## config.mk

```make
export PLATFORM = sky130hd
export DESIGN_NAME = line_status_unit
export DESIGN_NICKNAME = d
export VERILOG_FILES = /design/src/hw/line_status_pkg.sv /design/src/hw/line_status_unit.sv
export SDC_FILE = /design/constraint.sdc
export NUM_CORES = 1
export LEC_CHECK = 0
export BUFFER_PORTS_ARGS = -buffer_cell sky130_fd_sc_hd__buf_2
export CELL_PAD_IN_SITES_DETAIL_PLACEMENT = 1
export CELL_PAD_IN_SITES_GLOBAL_PLACEMENT = 1
export CORE_MARGIN = 2
export CORE_UTILIZATION = 47
export DETAILED_ROUTE_END_ITERATION = 16
export PLACE_DENSITY = 0.91
export SYNTH_ARGS = -nofsm -noshare
export SYNTH_HDL_FRONTEND = slang
export SYNTH_SLANG_ARGS = --single-unit
```

## constraint.sdc

```tcl
create_clock -name I_CLOCK -period 9.8 [get_ports I_CLOCK]
set_input_delay 1.47 -clock I_CLOCK [delete_from_list [all_inputs] [get_ports I_CLOCK]]
set_output_delay 1.47 -clock I_CLOCK [all_outputs]
set_load 0.005 [all_outputs]
```

## src/hw/line_status_pkg.sv

```systemverilog
package line_status_pkg;

  // ==========================================================================
  // register map, byte addresses on the APB
  // ==========================================================================
  localparam logic [31:0] ADDR_DATA = 32'h5000_1100;
  localparam logic [31:0] ADDR_CTRL = 32'h5000_1104;
  localparam logic [31:0] ADDR_LINE_STATUS = 32'h5000_1114;
  localparam logic [31:0] ADDR_IRQ_STATUS = 32'h5000_1120;
  localparam logic [31:0] ADDR_IRQ_MASK = 32'h5000_1124;

  // ==========================================================================
  // line status register fields
  // ==========================================================================
  localparam int LSR_DR_BIT = 0;
  localparam int LSR_OE_BIT = 1;
  localparam int LSR_PE_BIT = 2;
  localparam int LSR_FE_BIT = 3;
  localparam int LSR_BI_BIT = 4;
  localparam int LSR_THRE_BIT = 5;
  localparam int LSR_TEMT_BIT = 6;
  localparam int LSR_RFE_BIT = 7;

  // ==========================================================================
  // control register fields and reset value
  // ==========================================================================
  localparam int CTRL_FIFO_EN_BIT = 0;
  localparam int CTRL_PARITY_EN_BIT = 3;
  localparam int CTRL_THR_LO_BIT = 4;
  localparam int CTRL_IR_EN_BIT = 6;
  localparam int CTRL_PROG_EMPTY_BIT = 7;
  localparam logic [7:0] CTRL_RESET = 8'h00;

  // ==========================================================================
  // interrupt status / mask fields
  // ==========================================================================
  localparam int IRQ_RX_BIT = 0;
  localparam int IRQ_LINE_BIT = 1;
  localparam int IRQ_THRE_BIT = 2;

  // ==========================================================================
  // fifo geometry, entry layout and thresholds
  // ==========================================================================
  localparam logic [4:0] FIFO_DEPTH = 5'h10;
  localparam int ENT_PE_BIT = 8;
  localparam int ENT_FE_BIT = 9;
  localparam int ENT_BI_BIT = 10;
  localparam logic [10:0] BREAK_ENTRY = 11'h700;
  localparam logic [4:0] TX_THR_EMPTY = 5'h00;
  localparam logic [4:0] TX_THR_TWO = 5'h02;
  localparam logic [4:0] TX_THR_QUARTER = 5'h04;
  localparam logic [4:0] TX_THR_HALF = 5'h08;

  // ==========================================================================
  // timing
  // ==========================================================================
  localparam int CLK_MHZ = 200;
  localparam int BIT_TIME_NS = 80;
  localparam int BIT_CYC = BIT_TIME_NS * CLK_MHZ / 1000;
  localparam logic [3:0] BIT_LAST = 4'(BIT_CYC - 1);
  localparam logic [3:0] BIT_HALF = 4'(BIT_CYC / 2);
  localparam logic [3:0] IR_PULSE_CYC = 4'(BIT_CYC * 3 / 16);
  localparam logic [3:0] CHAR_BITS_BASE = 4'hA;

  typedef enum logic [1:0] {RX_IDLE, RX_FRAME, RX_WAITHI} rx_state_t;

endpackage : line_status_pkg

```

## src/hw/line_status_unit.sv

```systemverilog
`timescale 1ns/10ps

// Overview of operation
// - fifo error flag set by errored entry
// - status read clears it unless later errors
// - transmitter empty when shifter and holding empty
// - holding empty after move into shifter
// - programmable empty mode: flag shows full fifo
// - normal break: low longer than character
// - infrared break: pulses longer than character
// - break yields exactly one all-zero character
// - break travels with character or shows immediately
// - framing error shown at fifo head
// - framing error resyncs on offending low
// - break also sets framing and parity flags
// - parity error only with parity enabled or on break
// - status read clears overrun, parity, framing, break
// - non-fifo overrun overwrites receive buffer
// - fifo overrun keeps fifo, drops new
// - data ready while receive storage holds data
// - infrared enable bit selects break detection
module line_status_unit
  import line_status_pkg::*;
(
  input wire logic I_CLOCK,
  input wire logic I_RESET,
  input wire logic I_PSEL,
  input wire logic I_PENABLE,
  input wire logic I_PWRITE,
  input wire logic [31:0] I_PADDR,
  input wire logic [31:0] I_PWDATA,
  output logic [31:0] O_PRDATA,
  output logic O_PREADY,
  output logic O_PSLVERR,
  input wire logic I_SERIAL_IN,
  input wire logic I_IR_IN,
  output logic O_SERIAL_OUT,
  output logic O_IR_OUT,
  output logic O_IRQ
);

  // ==========================================================================
  // state
  // ==========================================================================
  typedef struct packed {
    logic [7:0] ctrl;
    logic [2:0] irq_stat;
    logic [2:0] irq_mask;
    logic irq;
    logic [31:0] prdata;
    logic pready;
    logic pslverr;
    logic pop_ok;
    logic oe;
    logic pe;
    logic fe;
    logic bi;
    logic rfe;
    logic [15:0][10:0] rx_mem;
    logic [3:0] rx_rd;
    logic [4:0] rx_cnt;
    rx_state_t rx_st;
    logic [3:0] rx_cyc;
    logic [3:0] rx_idx;
    logic [8:0] rx_sh;
    logic rx_mid;
    logic rx_low;
    logic pend;
    logic [10:0] pend_ch;
    logic [7:0] low_cnt;
    logic [3:0] irw;
    logic irlow;
    logic [3:0] ir_run;
    logic [15:0][7:0] tx_mem;
    logic [3:0] tx_rd;
    logic [4:0] tx_cnt;
    logic tx_busy;
    logic [10:0] tx_sh;
    logic [3:0] tx_idx;
    logic [3:0] tx_cyc;
    logic sout;
    logic irout;
  } state_t;

  state_t s_r;
  state_t s_nxt;

  logic acc, done, capture, mapped;
  logic sel_data, sel_ctrl, sel_lsr, sel_stat, sel_mask;
  logic rd_data, wr_data, rd_lsr, wr_ctrl, wr_stat, wr_mask;
  logic fifo_en, parity_enable, ir, prog, flush;
  logic [4:0] cap, tx_thr;
  logic lo, win_end, lowin, brk_hit, quiet, rlow, bitv;
  logic [3:0] char_bits, last_idx;
  logic [7:0] char_cyc;
  logic push, pop, head_new, stored, err_push, err_other;
  logic oe_set, pe_set, fe_set, bi_set, load, thre_ev;
  logic [10:0] push_ch, ch, head;
  logic [7:0] line_status_register, clr;
  logic [31:0] rd_val;
  logic [3:0] slot;

  // ==========================================================================
  // next state
  // ==========================================================================
  always_comb begin
    s_nxt = s_r;
    acc = I_PSEL && I_PENABLE;
    done = acc && s_r.pready;
    capture = acc && !s_r.pready;
    sel_data = I_PADDR == ADDR_DATA;
    sel_ctrl = I_PADDR == ADDR_CTRL;
    sel_lsr = I_PADDR == ADDR_LINE_STATUS;
    sel_stat = I_PADDR == ADDR_IRQ_STATUS;
    sel_mask = I_PADDR == ADDR_IRQ_MASK;
    mapped = sel_data || sel_ctrl || sel_lsr || sel_stat || sel_mask;
    rd_data = done && !I_PWRITE && sel_data;
    wr_data = done && I_PWRITE && sel_data;
    rd_lsr = done && !I_PWRITE && sel_lsr;
    wr_ctrl = done && I_PWRITE && sel_ctrl;
    wr_stat = done && I_PWRITE && sel_stat;
    wr_mask = done && I_PWRITE && sel_mask;
    fifo_en = s_r.ctrl[CTRL_FIFO_EN_BIT];
    parity_enable = s_r.ctrl[CTRL_PARITY_EN_BIT];
    ir = s_r.ctrl[CTRL_IR_EN_BIT];
    prog = s_r.ctrl[CTRL_PROG_EMPTY_BIT] && fifo_en;
    cap = fifo_en ? FIFO_DEPTH : 5'h01;
    unique case (s_r.ctrl[CTRL_THR_LO_BIT +: 2])
      2'h0: tx_thr = TX_THR_EMPTY;
      2'h1: tx_thr = TX_THR_TWO;
      2'h2: tx_thr = TX_THR_QUARTER;
      2'h3: tx_thr = TX_THR_HALF;
    endcase

    // status register image, built from the current state
    line_status_register = 8'h00;
    line_status_register[LSR_DR_BIT] = s_r.rx_cnt != 5'h00;
    line_status_register[LSR_OE_BIT] = s_r.oe;
    line_status_register[LSR_PE_BIT] = s_r.pe;
    line_status_register[LSR_FE_BIT] = s_r.fe;
    line_status_register[LSR_BI_BIT] = s_r.bi;
    line_status_register[LSR_THRE_BIT] = prog ? (s_r.tx_cnt == cap) : (s_r.tx_cnt == 5'h00);
    line_status_register[LSR_TEMT_BIT] = (s_r.tx_cnt == 5'h00) && !s_r.tx_busy;
    line_status_register[LSR_RFE_BIT] = s_r.rfe;

    // only flags that were shown to software are cleared by the read
    clr = rd_lsr ? s_r.prdata[7:0] : 8'h00;

    // ========================================================================
    // control register; a fifo mode change flushes both fifos
    // ========================================================================
    flush = wr_ctrl && (I_PWDATA[CTRL_FIFO_EN_BIT] != fifo_en);
    if (wr_ctrl) begin
      s_nxt.ctrl = I_PWDATA[7:0];
    end
    if (flush) begin
      s_nxt.rx_cnt = 5'h00;
      s_nxt.rx_rd = 4'h0;
      s_nxt.tx_cnt = 5'h00;
      s_nxt.tx_rd = 4'h0;
    end

    // ========================================================================
    // break detection
    // ========================================================================
    lo = ir ? !I_IR_IN : !I_SERIAL_IN;
    char_bits = CHAR_BITS_BASE + {3'h0, parity_enable};
    char_cyc = 8'(char_bits * BIT_CYC);
    s_nxt.low_cnt = !lo ? 8'h00 : (s_r.low_cnt == 8'hFF ? s_r.low_cnt : s_r.low_cnt + 8'h01);
    win_end = s_r.irw == BIT_LAST;
    lowin = s_r.irlow || lo;
    s_nxt.irw = win_end ? 4'h0 : s_r.irw + 4'h1;
    s_nxt.irlow = win_end ? 1'b0 : lowin;
    if (win_end) begin
      s_nxt.ir_run = !lowin ? 4'h0 : (s_r.ir_run == 4'hF ? s_r.ir_run : s_r.ir_run + 4'h1);
    end
    brk_hit = (s_r.rx_st != RX_WAITHI) && (ir
      ? (win_end && lowin && s_r.ir_run == char_bits)
      : (lo && s_r.low_cnt == char_cyc));
    quiet = ir ? (s_r.ir_run == 4'h0) : !lo;

    // ========================================================================
    // receiver
    // ========================================================================
    push = 1'b0;
    push_ch = 11'h000;
    ch = 11'h000;
    rlow = s_r.rx_low || lo;
    bitv = 1'b0;
    last_idx = 4'h9 + {3'h0, parity_enable};
    unique case (s_r.rx_st)
      RX_IDLE: begin
        if (lo) begin
          s_nxt.rx_st = RX_FRAME;
          s_nxt.rx_cyc = 4'h1;
          s_nxt.rx_idx = 4'h0;
          s_nxt.rx_low = 1'b1;
        end
      end
      RX_FRAME: begin
        s_nxt.rx_low = rlow;
        s_nxt.rx_cyc = s_r.rx_cyc + 4'h1;
        if (s_r.rx_cyc == BIT_HALF) begin
          s_nxt.rx_mid = !lo;
        end
        if (s_r.rx_cyc == BIT_LAST) begin
          bitv = ir ? !rlow : s_r.rx_mid;
          s_nxt.rx_cyc = 4'h0;
          s_nxt.rx_low = 1'b0;
          s_nxt.rx_idx = s_r.rx_idx + 4'h1;
          if (s_r.rx_idx == 4'h0 && bitv) begin
            s_nxt.rx_st = RX_IDLE;
          end else if (s_r.rx_idx != 4'h0 && s_r.rx_idx < last_idx) begin
            s_nxt.rx_sh[4'(s_r.rx_idx - 4'h1)] = bitv;
          end else if (s_r.rx_idx == last_idx) begin
            ch[7:0] = s_r.rx_sh[7:0];
            ch[ENT_PE_BIT] = parity_enable && (^s_r.rx_sh[7:0] ^ s_r.rx_sh[8]);
            ch[ENT_FE_BIT] = !bitv;
            s_nxt.rx_idx = 4'h1;
            if (bitv) begin
              push = 1'b1;
              push_ch = ch;
              s_nxt.rx_st = RX_IDLE;
            end else if (ch[7:0] == 8'h00) begin
              // a zero character may be the start of a break: hold it back
              s_nxt.pend = 1'b1;
              s_nxt.pend_ch = ch;
            end else begin
              push = 1'b1;
              push_ch = ch;
            end
            // missing stop: stay in frame, the low taken as next start
          end
        end
      end
      RX_WAITHI: begin
        if (quiet) begin
          s_nxt.rx_st = RX_IDLE;
        end
      end
      default: s_nxt.rx_st = RX_IDLE;
    endcase

    if (brk_hit) begin
      push = 1'b1;
      push_ch = BREAK_ENTRY;
      s_nxt.pend = 1'b0;
      s_nxt.rx_st = RX_WAITHI;
    end else if (s_r.pend && quiet) begin
      push = 1'b1;
      push_ch = s_r.pend_ch;
      s_nxt.pend = 1'b0;
    end

    // ========================================================================
    // receive fifo, one entry when fifos are off
    // ========================================================================
    pop = rd_data && s_r.pop_ok && (s_nxt.rx_cnt != 5'h00);
    head_new = 1'b0;
    stored = 1'b0;
    oe_set = 1'b0;
    if (pop) begin
      s_nxt.rx_rd = s_nxt.rx_rd + 4'h1;
      s_nxt.rx_cnt = s_nxt.rx_cnt - 5'h01;
      head_new = s_nxt.rx_cnt != 5'h00;
    end
    if (push) begin
      if (s_nxt.rx_cnt == cap) begin
        oe_set = 1'b1;
        if (!fifo_en) begin
          s_nxt.rx_mem[s_nxt.rx_rd] = push_ch;
          head_new = 1'b1;
          stored = 1'b1;
        end
      end else begin
        slot = 4'(s_nxt.rx_rd + s_nxt.rx_cnt[3:0]);
        s_nxt.rx_mem[slot] = push_ch;
        head_new = head_new || (s_nxt.rx_cnt == 5'h00);
        s_nxt.rx_cnt = s_nxt.rx_cnt + 5'h01;
        stored = 1'b1;
      end
    end
    err_push = stored && fifo_en && (|push_ch[ENT_BI_BIT:ENT_PE_BIT]);
    head = s_nxt.rx_mem[s_nxt.rx_rd];
    // head entry flags surface when it reaches the head
    pe_set = head_new && head[ENT_PE_BIT];
    fe_set = head_new && head[ENT_FE_BIT];
    bi_set = head_new && head[ENT_BI_BIT];
    err_other = 1'b0;
    for (int i = 1; i < 16; i++) begin
      if (5'(i) < s_nxt.rx_cnt) begin
        err_other = err_other || (|s_nxt.rx_mem[4'(s_nxt.rx_rd + 4'(i))][ENT_BI_BIT:ENT_PE_BIT]);
      end
    end

    // set wins over the read clear
    s_nxt.oe = (s_r.oe && !clr[LSR_OE_BIT]) || oe_set;
    s_nxt.pe = (s_r.pe && !clr[LSR_PE_BIT]) || pe_set;
    s_nxt.fe = (s_r.fe && !clr[LSR_FE_BIT]) || fe_set;
    s_nxt.bi = (s_r.bi && !clr[LSR_BI_BIT]) || bi_set;
    s_nxt.rfe = fifo_en && ((s_r.rfe && !(clr[LSR_RFE_BIT] && !err_other)) || err_push);

    // ========================================================================
    // transmitter
    // ========================================================================
    load = !s_r.tx_busy && (s_r.tx_cnt != 5'h00) && !flush;
    if (s_r.tx_busy) begin
      s_nxt.tx_cyc = s_r.tx_cyc + 4'h1;
      if (s_r.tx_cyc == BIT_LAST) begin
        s_nxt.tx_cyc = 4'h0;
        s_nxt.tx_sh = {1'b1, s_r.tx_sh[10:1]};
        s_nxt.tx_idx = s_r.tx_idx + 4'h1;
        s_nxt.tx_busy = s_r.tx_idx != last_idx;
      end
    end
    if (load) begin
      s_nxt.tx_sh = parity_enable ? {1'b1, ^s_r.tx_mem[s_r.tx_rd], s_r.tx_mem[s_r.tx_rd], 1'b0}
                        : {2'h3, s_r.tx_mem[s_r.tx_rd], 1'b0};
      s_nxt.tx_busy = 1'b1;
      s_nxt.tx_cyc = 4'h0;
      s_nxt.tx_idx = 4'h0;
      s_nxt.tx_rd = s_r.tx_rd + 4'h1;
      s_nxt.tx_cnt = s_r.tx_cnt - 5'h01;
    end
    if (wr_data && s_nxt.tx_cnt != cap) begin
      s_nxt.tx_mem[4'(s_nxt.tx_rd + s_nxt.tx_cnt[3:0])] = I_PWDATA[7:0];
      s_nxt.tx_cnt = s_nxt.tx_cnt + 5'h01;
    end
    thre_ev = prog ? (s_r.tx_cnt > tx_thr && s_nxt.tx_cnt <= tx_thr)
                   : (load && s_nxt.tx_cnt == 5'h00);
    s_nxt.sout = s_nxt.tx_busy ? s_nxt.tx_sh[0] : 1'b1;
    s_nxt.irout = s_nxt.tx_busy && !s_nxt.tx_sh[0] && (s_nxt.tx_cyc < IR_PULSE_CYC);

    // ========================================================================
    // interrupts
    // ========================================================================
    s_nxt.irq_stat = s_r.irq_stat & ~(wr_stat ? I_PWDATA[2:0] : 3'h0);
    s_nxt.irq_stat[IRQ_RX_BIT] = s_nxt.irq_stat[IRQ_RX_BIT] || stored;
    s_nxt.irq_stat[IRQ_LINE_BIT] = s_nxt.irq_stat[IRQ_LINE_BIT] ||
                                   oe_set || pe_set || fe_set || bi_set;
    s_nxt.irq_stat[IRQ_THRE_BIT] = s_nxt.irq_stat[IRQ_THRE_BIT] || thre_ev;
    if (wr_mask) begin
      s_nxt.irq_mask = I_PWDATA[2:0];
    end
    s_nxt.irq = |(s_nxt.irq_stat & s_nxt.irq_mask);

    // ========================================================================
    // apb answer: one wait state, read data captured in the first access cycle
    // ========================================================================
    rd_val = 32'h0000_0000;
    if (sel_data) begin
      rd_val[7:0] = s_r.rx_mem[s_r.rx_rd][7:0] & {8{s_r.rx_cnt != 5'h00}};
    end
    if (sel_ctrl) begin
      rd_val[7:0] = s_r.ctrl;
    end
    if (sel_lsr) begin
      rd_val[7:0] = line_status_register;
    end
    if (sel_stat) begin
      rd_val[2:0] = s_r.irq_stat;
    end
    if (sel_mask) begin
      rd_val[2:0] = s_r.irq_mask;
    end
    s_nxt.pready = capture;
    s_nxt.pslverr = capture && !mapped;
    if (capture) begin
      s_nxt.prdata = I_PWRITE ? 32'h0000_0000 : rd_val;
      s_nxt.pop_ok = sel_data && (s_r.rx_cnt != 5'h00);
    end

    if (I_RESET) begin
      s_nxt = '0;
      s_nxt.ctrl = CTRL_RESET;
      s_nxt.sout = 1'b1;
    end
  end

  always_ff @(posedge I_CLOCK) begin
    s_r <= s_nxt;
  end

  assign O_PRDATA = s_r.prdata;
  assign O_PREADY = s_r.pready;
  assign O_PSLVERR = s_r.pslverr;
  assign O_SERIAL_OUT = s_r.sout;
  assign O_IR_OUT = s_r.irout;
  assign O_IRQ = s_r.irq;

endmodule : line_status_unit

```

==> flow_metrics.tcl <==
set metrics [dict create \
    status "complete, no violations" \
    placementRows 81 \
    slew-limit-headroom_pct 8.209 \
    power.leakage_uw 0.009459 \
    min_period_ps 8933 \
    fmax_ghz 0.1119 \
    yosysTopAreaCell "dfxtp_1" \
    critical_path_buf_inv_count 2 \
    root_buffer "clkbuf_16" \
    clock-sinks 424 \
    clock_latency_ps 610 \
    synth_edf_count 0 \
    cap_violations 0 \
    clkTransAtPathRegs_ps 60 \
    critPathLaunchType "input port" \
    worst-endpoint-required_ps 10280 \
    dp_hpwl_mm 55.12 \
    peakVddDrop_v 0.0001565 \
    fin_area_sq_mm 0.02540 \
    crit_fanout 14 \
    grt_pass1_vias 23027 \
    synthFlopType "dfxtp_1" \
    rsz0062_at_grt "no" \
    dpl_cell_area_sq_mm 0.02386 \
    cp_slowest_stage_delay_ps 830 \
    yosysTopAreaCellShare_pct 36.58 \
    coreArea_sq_mm 0.04885 \
    routed-via-count 22338 \
    critPathKind "input port to flop" \
    cts_resized 0 \
    antenna_left 0 \
    final_nets 2903 \
    worst_pin_slew_ps 1372 \
    hold_path_class "flop to flop" \
    die_h_um 226.2 \
    wl_per_cell_um 24.09 \
    gp_congestion 0.9581 \
    cts_max_level 2 \
    synthToLayoutAreaGrowth_pct 9.453 \
    finalSetupViolCount 0 \
    syn_area_sq_mm 0.02320 \
    finalWirelength_mm 83.79 \
    dp.cells 3398 \
    drc_errors 0 \
    antennaDiodeCount 0 \
    timing.hold.ws_ps 452.1 \
    cts_made_buffers 45 \
    yosysMostFrequentCell "nand2_1" \
    ys_seq_area_share_pct 36.58 \
    grt_pass1_wl_mm 129.4 \
    holdBufCountCts 0 \
    period_share_pct 91.16 \
    drtIter0Drc 2271 \
    synth_cell_type_count 98 \
    slowest_stage "or4_1" \
    power.density_mw_per_mm2 171.9 \
    start_util_pct 47.50 \
    fin_skew_ps 29.46 \
    synthTopCellsByArea "dfxtp_1 (37%), nand2_1 (8.4%), mux2i_1 (7.7%), mux4_2 (5.9%), a21oi_1 (5.8%)" \
    cts_tree "built" \
    dr.pass1.iters 6 \
    avgSynthCellArea_sq_um 8.242 \
    ios 108 \
    async_reset_ff_share_pct 0 \
    tns_ps 0 \
    port_buffers 59 \
    crit_path_end_kind "flop" \
    drive_gt1_share_pct 10.66 \
    critPathTopFamily "simple AND/OR/NAND/NOR gates" \
    synth_seq_cells 424 \
    instances_no_fill 3478 \
    yosys_warnings 0 \
    dieArea_sq_mm 0.05116 \
    grtUsageTotal_pct 32.06 \
    postCtsSetupRepairBufs 0 \
    clockBufferDepth 3 \
    antenna_found_initial 1 \
    die_w_um 226.2 \
    slew_viol_final 0 \
    gr-total-overflow 0 \
    final-hold-violation-count 0 \
    syn_inst 2815 \
    crit_arrival_ps 9410 \
    synth_top_cells_by_count "nand2_1 (517), dfxtp_1 (424), nor2_1 (320)" \
    viasPerCell 6.423 \
    grt_start_max_net_pins 145 \
]
placed cells by master (no fill, tap or decap), drive strengths merged, types with 14 or more instances in the layout:
master  synthesis  routed
o21ai          67      67
mux4           61      61
nor2b          20      20
a22oi          45      45
ha             50      50
nor4           22      22
nor2          320     320
and3           14      14
mux2i         180     180
clkbuf        137      63
a211oi         22      22
nor3           69      69
nand2         518     518
a221oi         14      14
buf            76     109
a21oi         270     270
a21o           17      17
inv            55      59
nand4          22      22
nand3          85      85
dfxtp         424     424
conb            1      24
xnor2          44      44
xor2           26      26
a311oi         29      29
a31oi          21      21
per-layer routing:
| metal | vias up | track usage, % | routed length [um] |
|---|---|---|---|
| met3 | 275 | 7.013 | 6829 |
| met4 | 2 | 14.09 | 3481 |
| met1 | 11157 | 39.37 | 33500 |
| met5 | - | 0 | 9 |
| met2 | 1045 | 53.90 | 39970 |
| li1 | 9859 | - | - |
stage by stage:
step	utilization [%]	power, uW	worst slack [ps]
5_1_grt	51.99	4515	280.5
6_report	51.99	4364	866.7
3_3_place_gp	48.85	2496	827.5
4_1_cts	51.99	4348	1095
2_1_floorplan	-	2361	1401
3_5_place_dp	48.85	2546	490.0
path summary, 6_finish.rpt:
check	endpoint	slack [ps]	start	cells past startpoint
worst max-delay path	line_status_register[7]	870	I_PADDR[23]	25
worst min-delay path	s_r[122]	450	s_r[122]	2
worst max register to register	line_status_register[7]	1740	fifo_en	25
worst min register to register	s_r[122]	450	s_r[122]	2
flip-flops by register name (all words and copies together), names as in the netlist:
| register | flops |
|---|---|
| s_r | 403 |
| O_PRDATA | 8 |
| line_status_register | 5 |
| O_IRQ | 1 |
| O_IR_OUT | 1 |
| O_PREADY | 1 |
| O_PSLVERR | 1 |
| O_SERIAL_OUT | 1 |
| fifo_en | 1 |
| ir | 1 |
| parity_enable | 1 |
cell families after synthesis:
kind of cell    synth area share, %
simple gates                  21.85
buf+inv                       5.107
mux                           14.27
other cells                 0.01616
flops                         36.58
xor+xnor                      2.675
compound gates                16.63
fa+ha+maj                     2.869
worst register-to-register path, stage by stage, from the launching register on:
cell and delay, ps:
dfxtp_1 320, buf_4 280, xor2_1 240, nand3_1 140, or4_1 670, nand2_1 250
ha_1 320, nor4b_1 660, nand3b_1 240, nor4_2 110, nand2_1 290, xnor2_2 160
inv_1 100, ha_1 310, a21o_1 250, o31ai_4 420, o21a_1 450, nand2_4 180
a311oi_1 800, nand3_1 340, o22ai_1 410, o221ai_1 180, a2111oi_1 330, o2111ai_1 190
nor4_1 220, a21oi_1 110
power by group:
| group | switching, uW | internal, uW | total (uW) |
|---|---|---|---|
| registers | 33.0 | 1760 | 1790 |
| clock network | 775 | 1040 | 1820 |
| logic | 512 | 243 | 754 |
area by class of cell:
type                       instances  area [sq um]
clock inverter                    17         229.0
timing repair buffer             109         680.7
inverter                          56         210.2
fill                            5754         23450
sequential                       424          8491
multi-input combinational       2145         13650
clock buffer                      63          1305
tap                              664         830.8
Note: power is estimated with default switching activity, not from simulation.
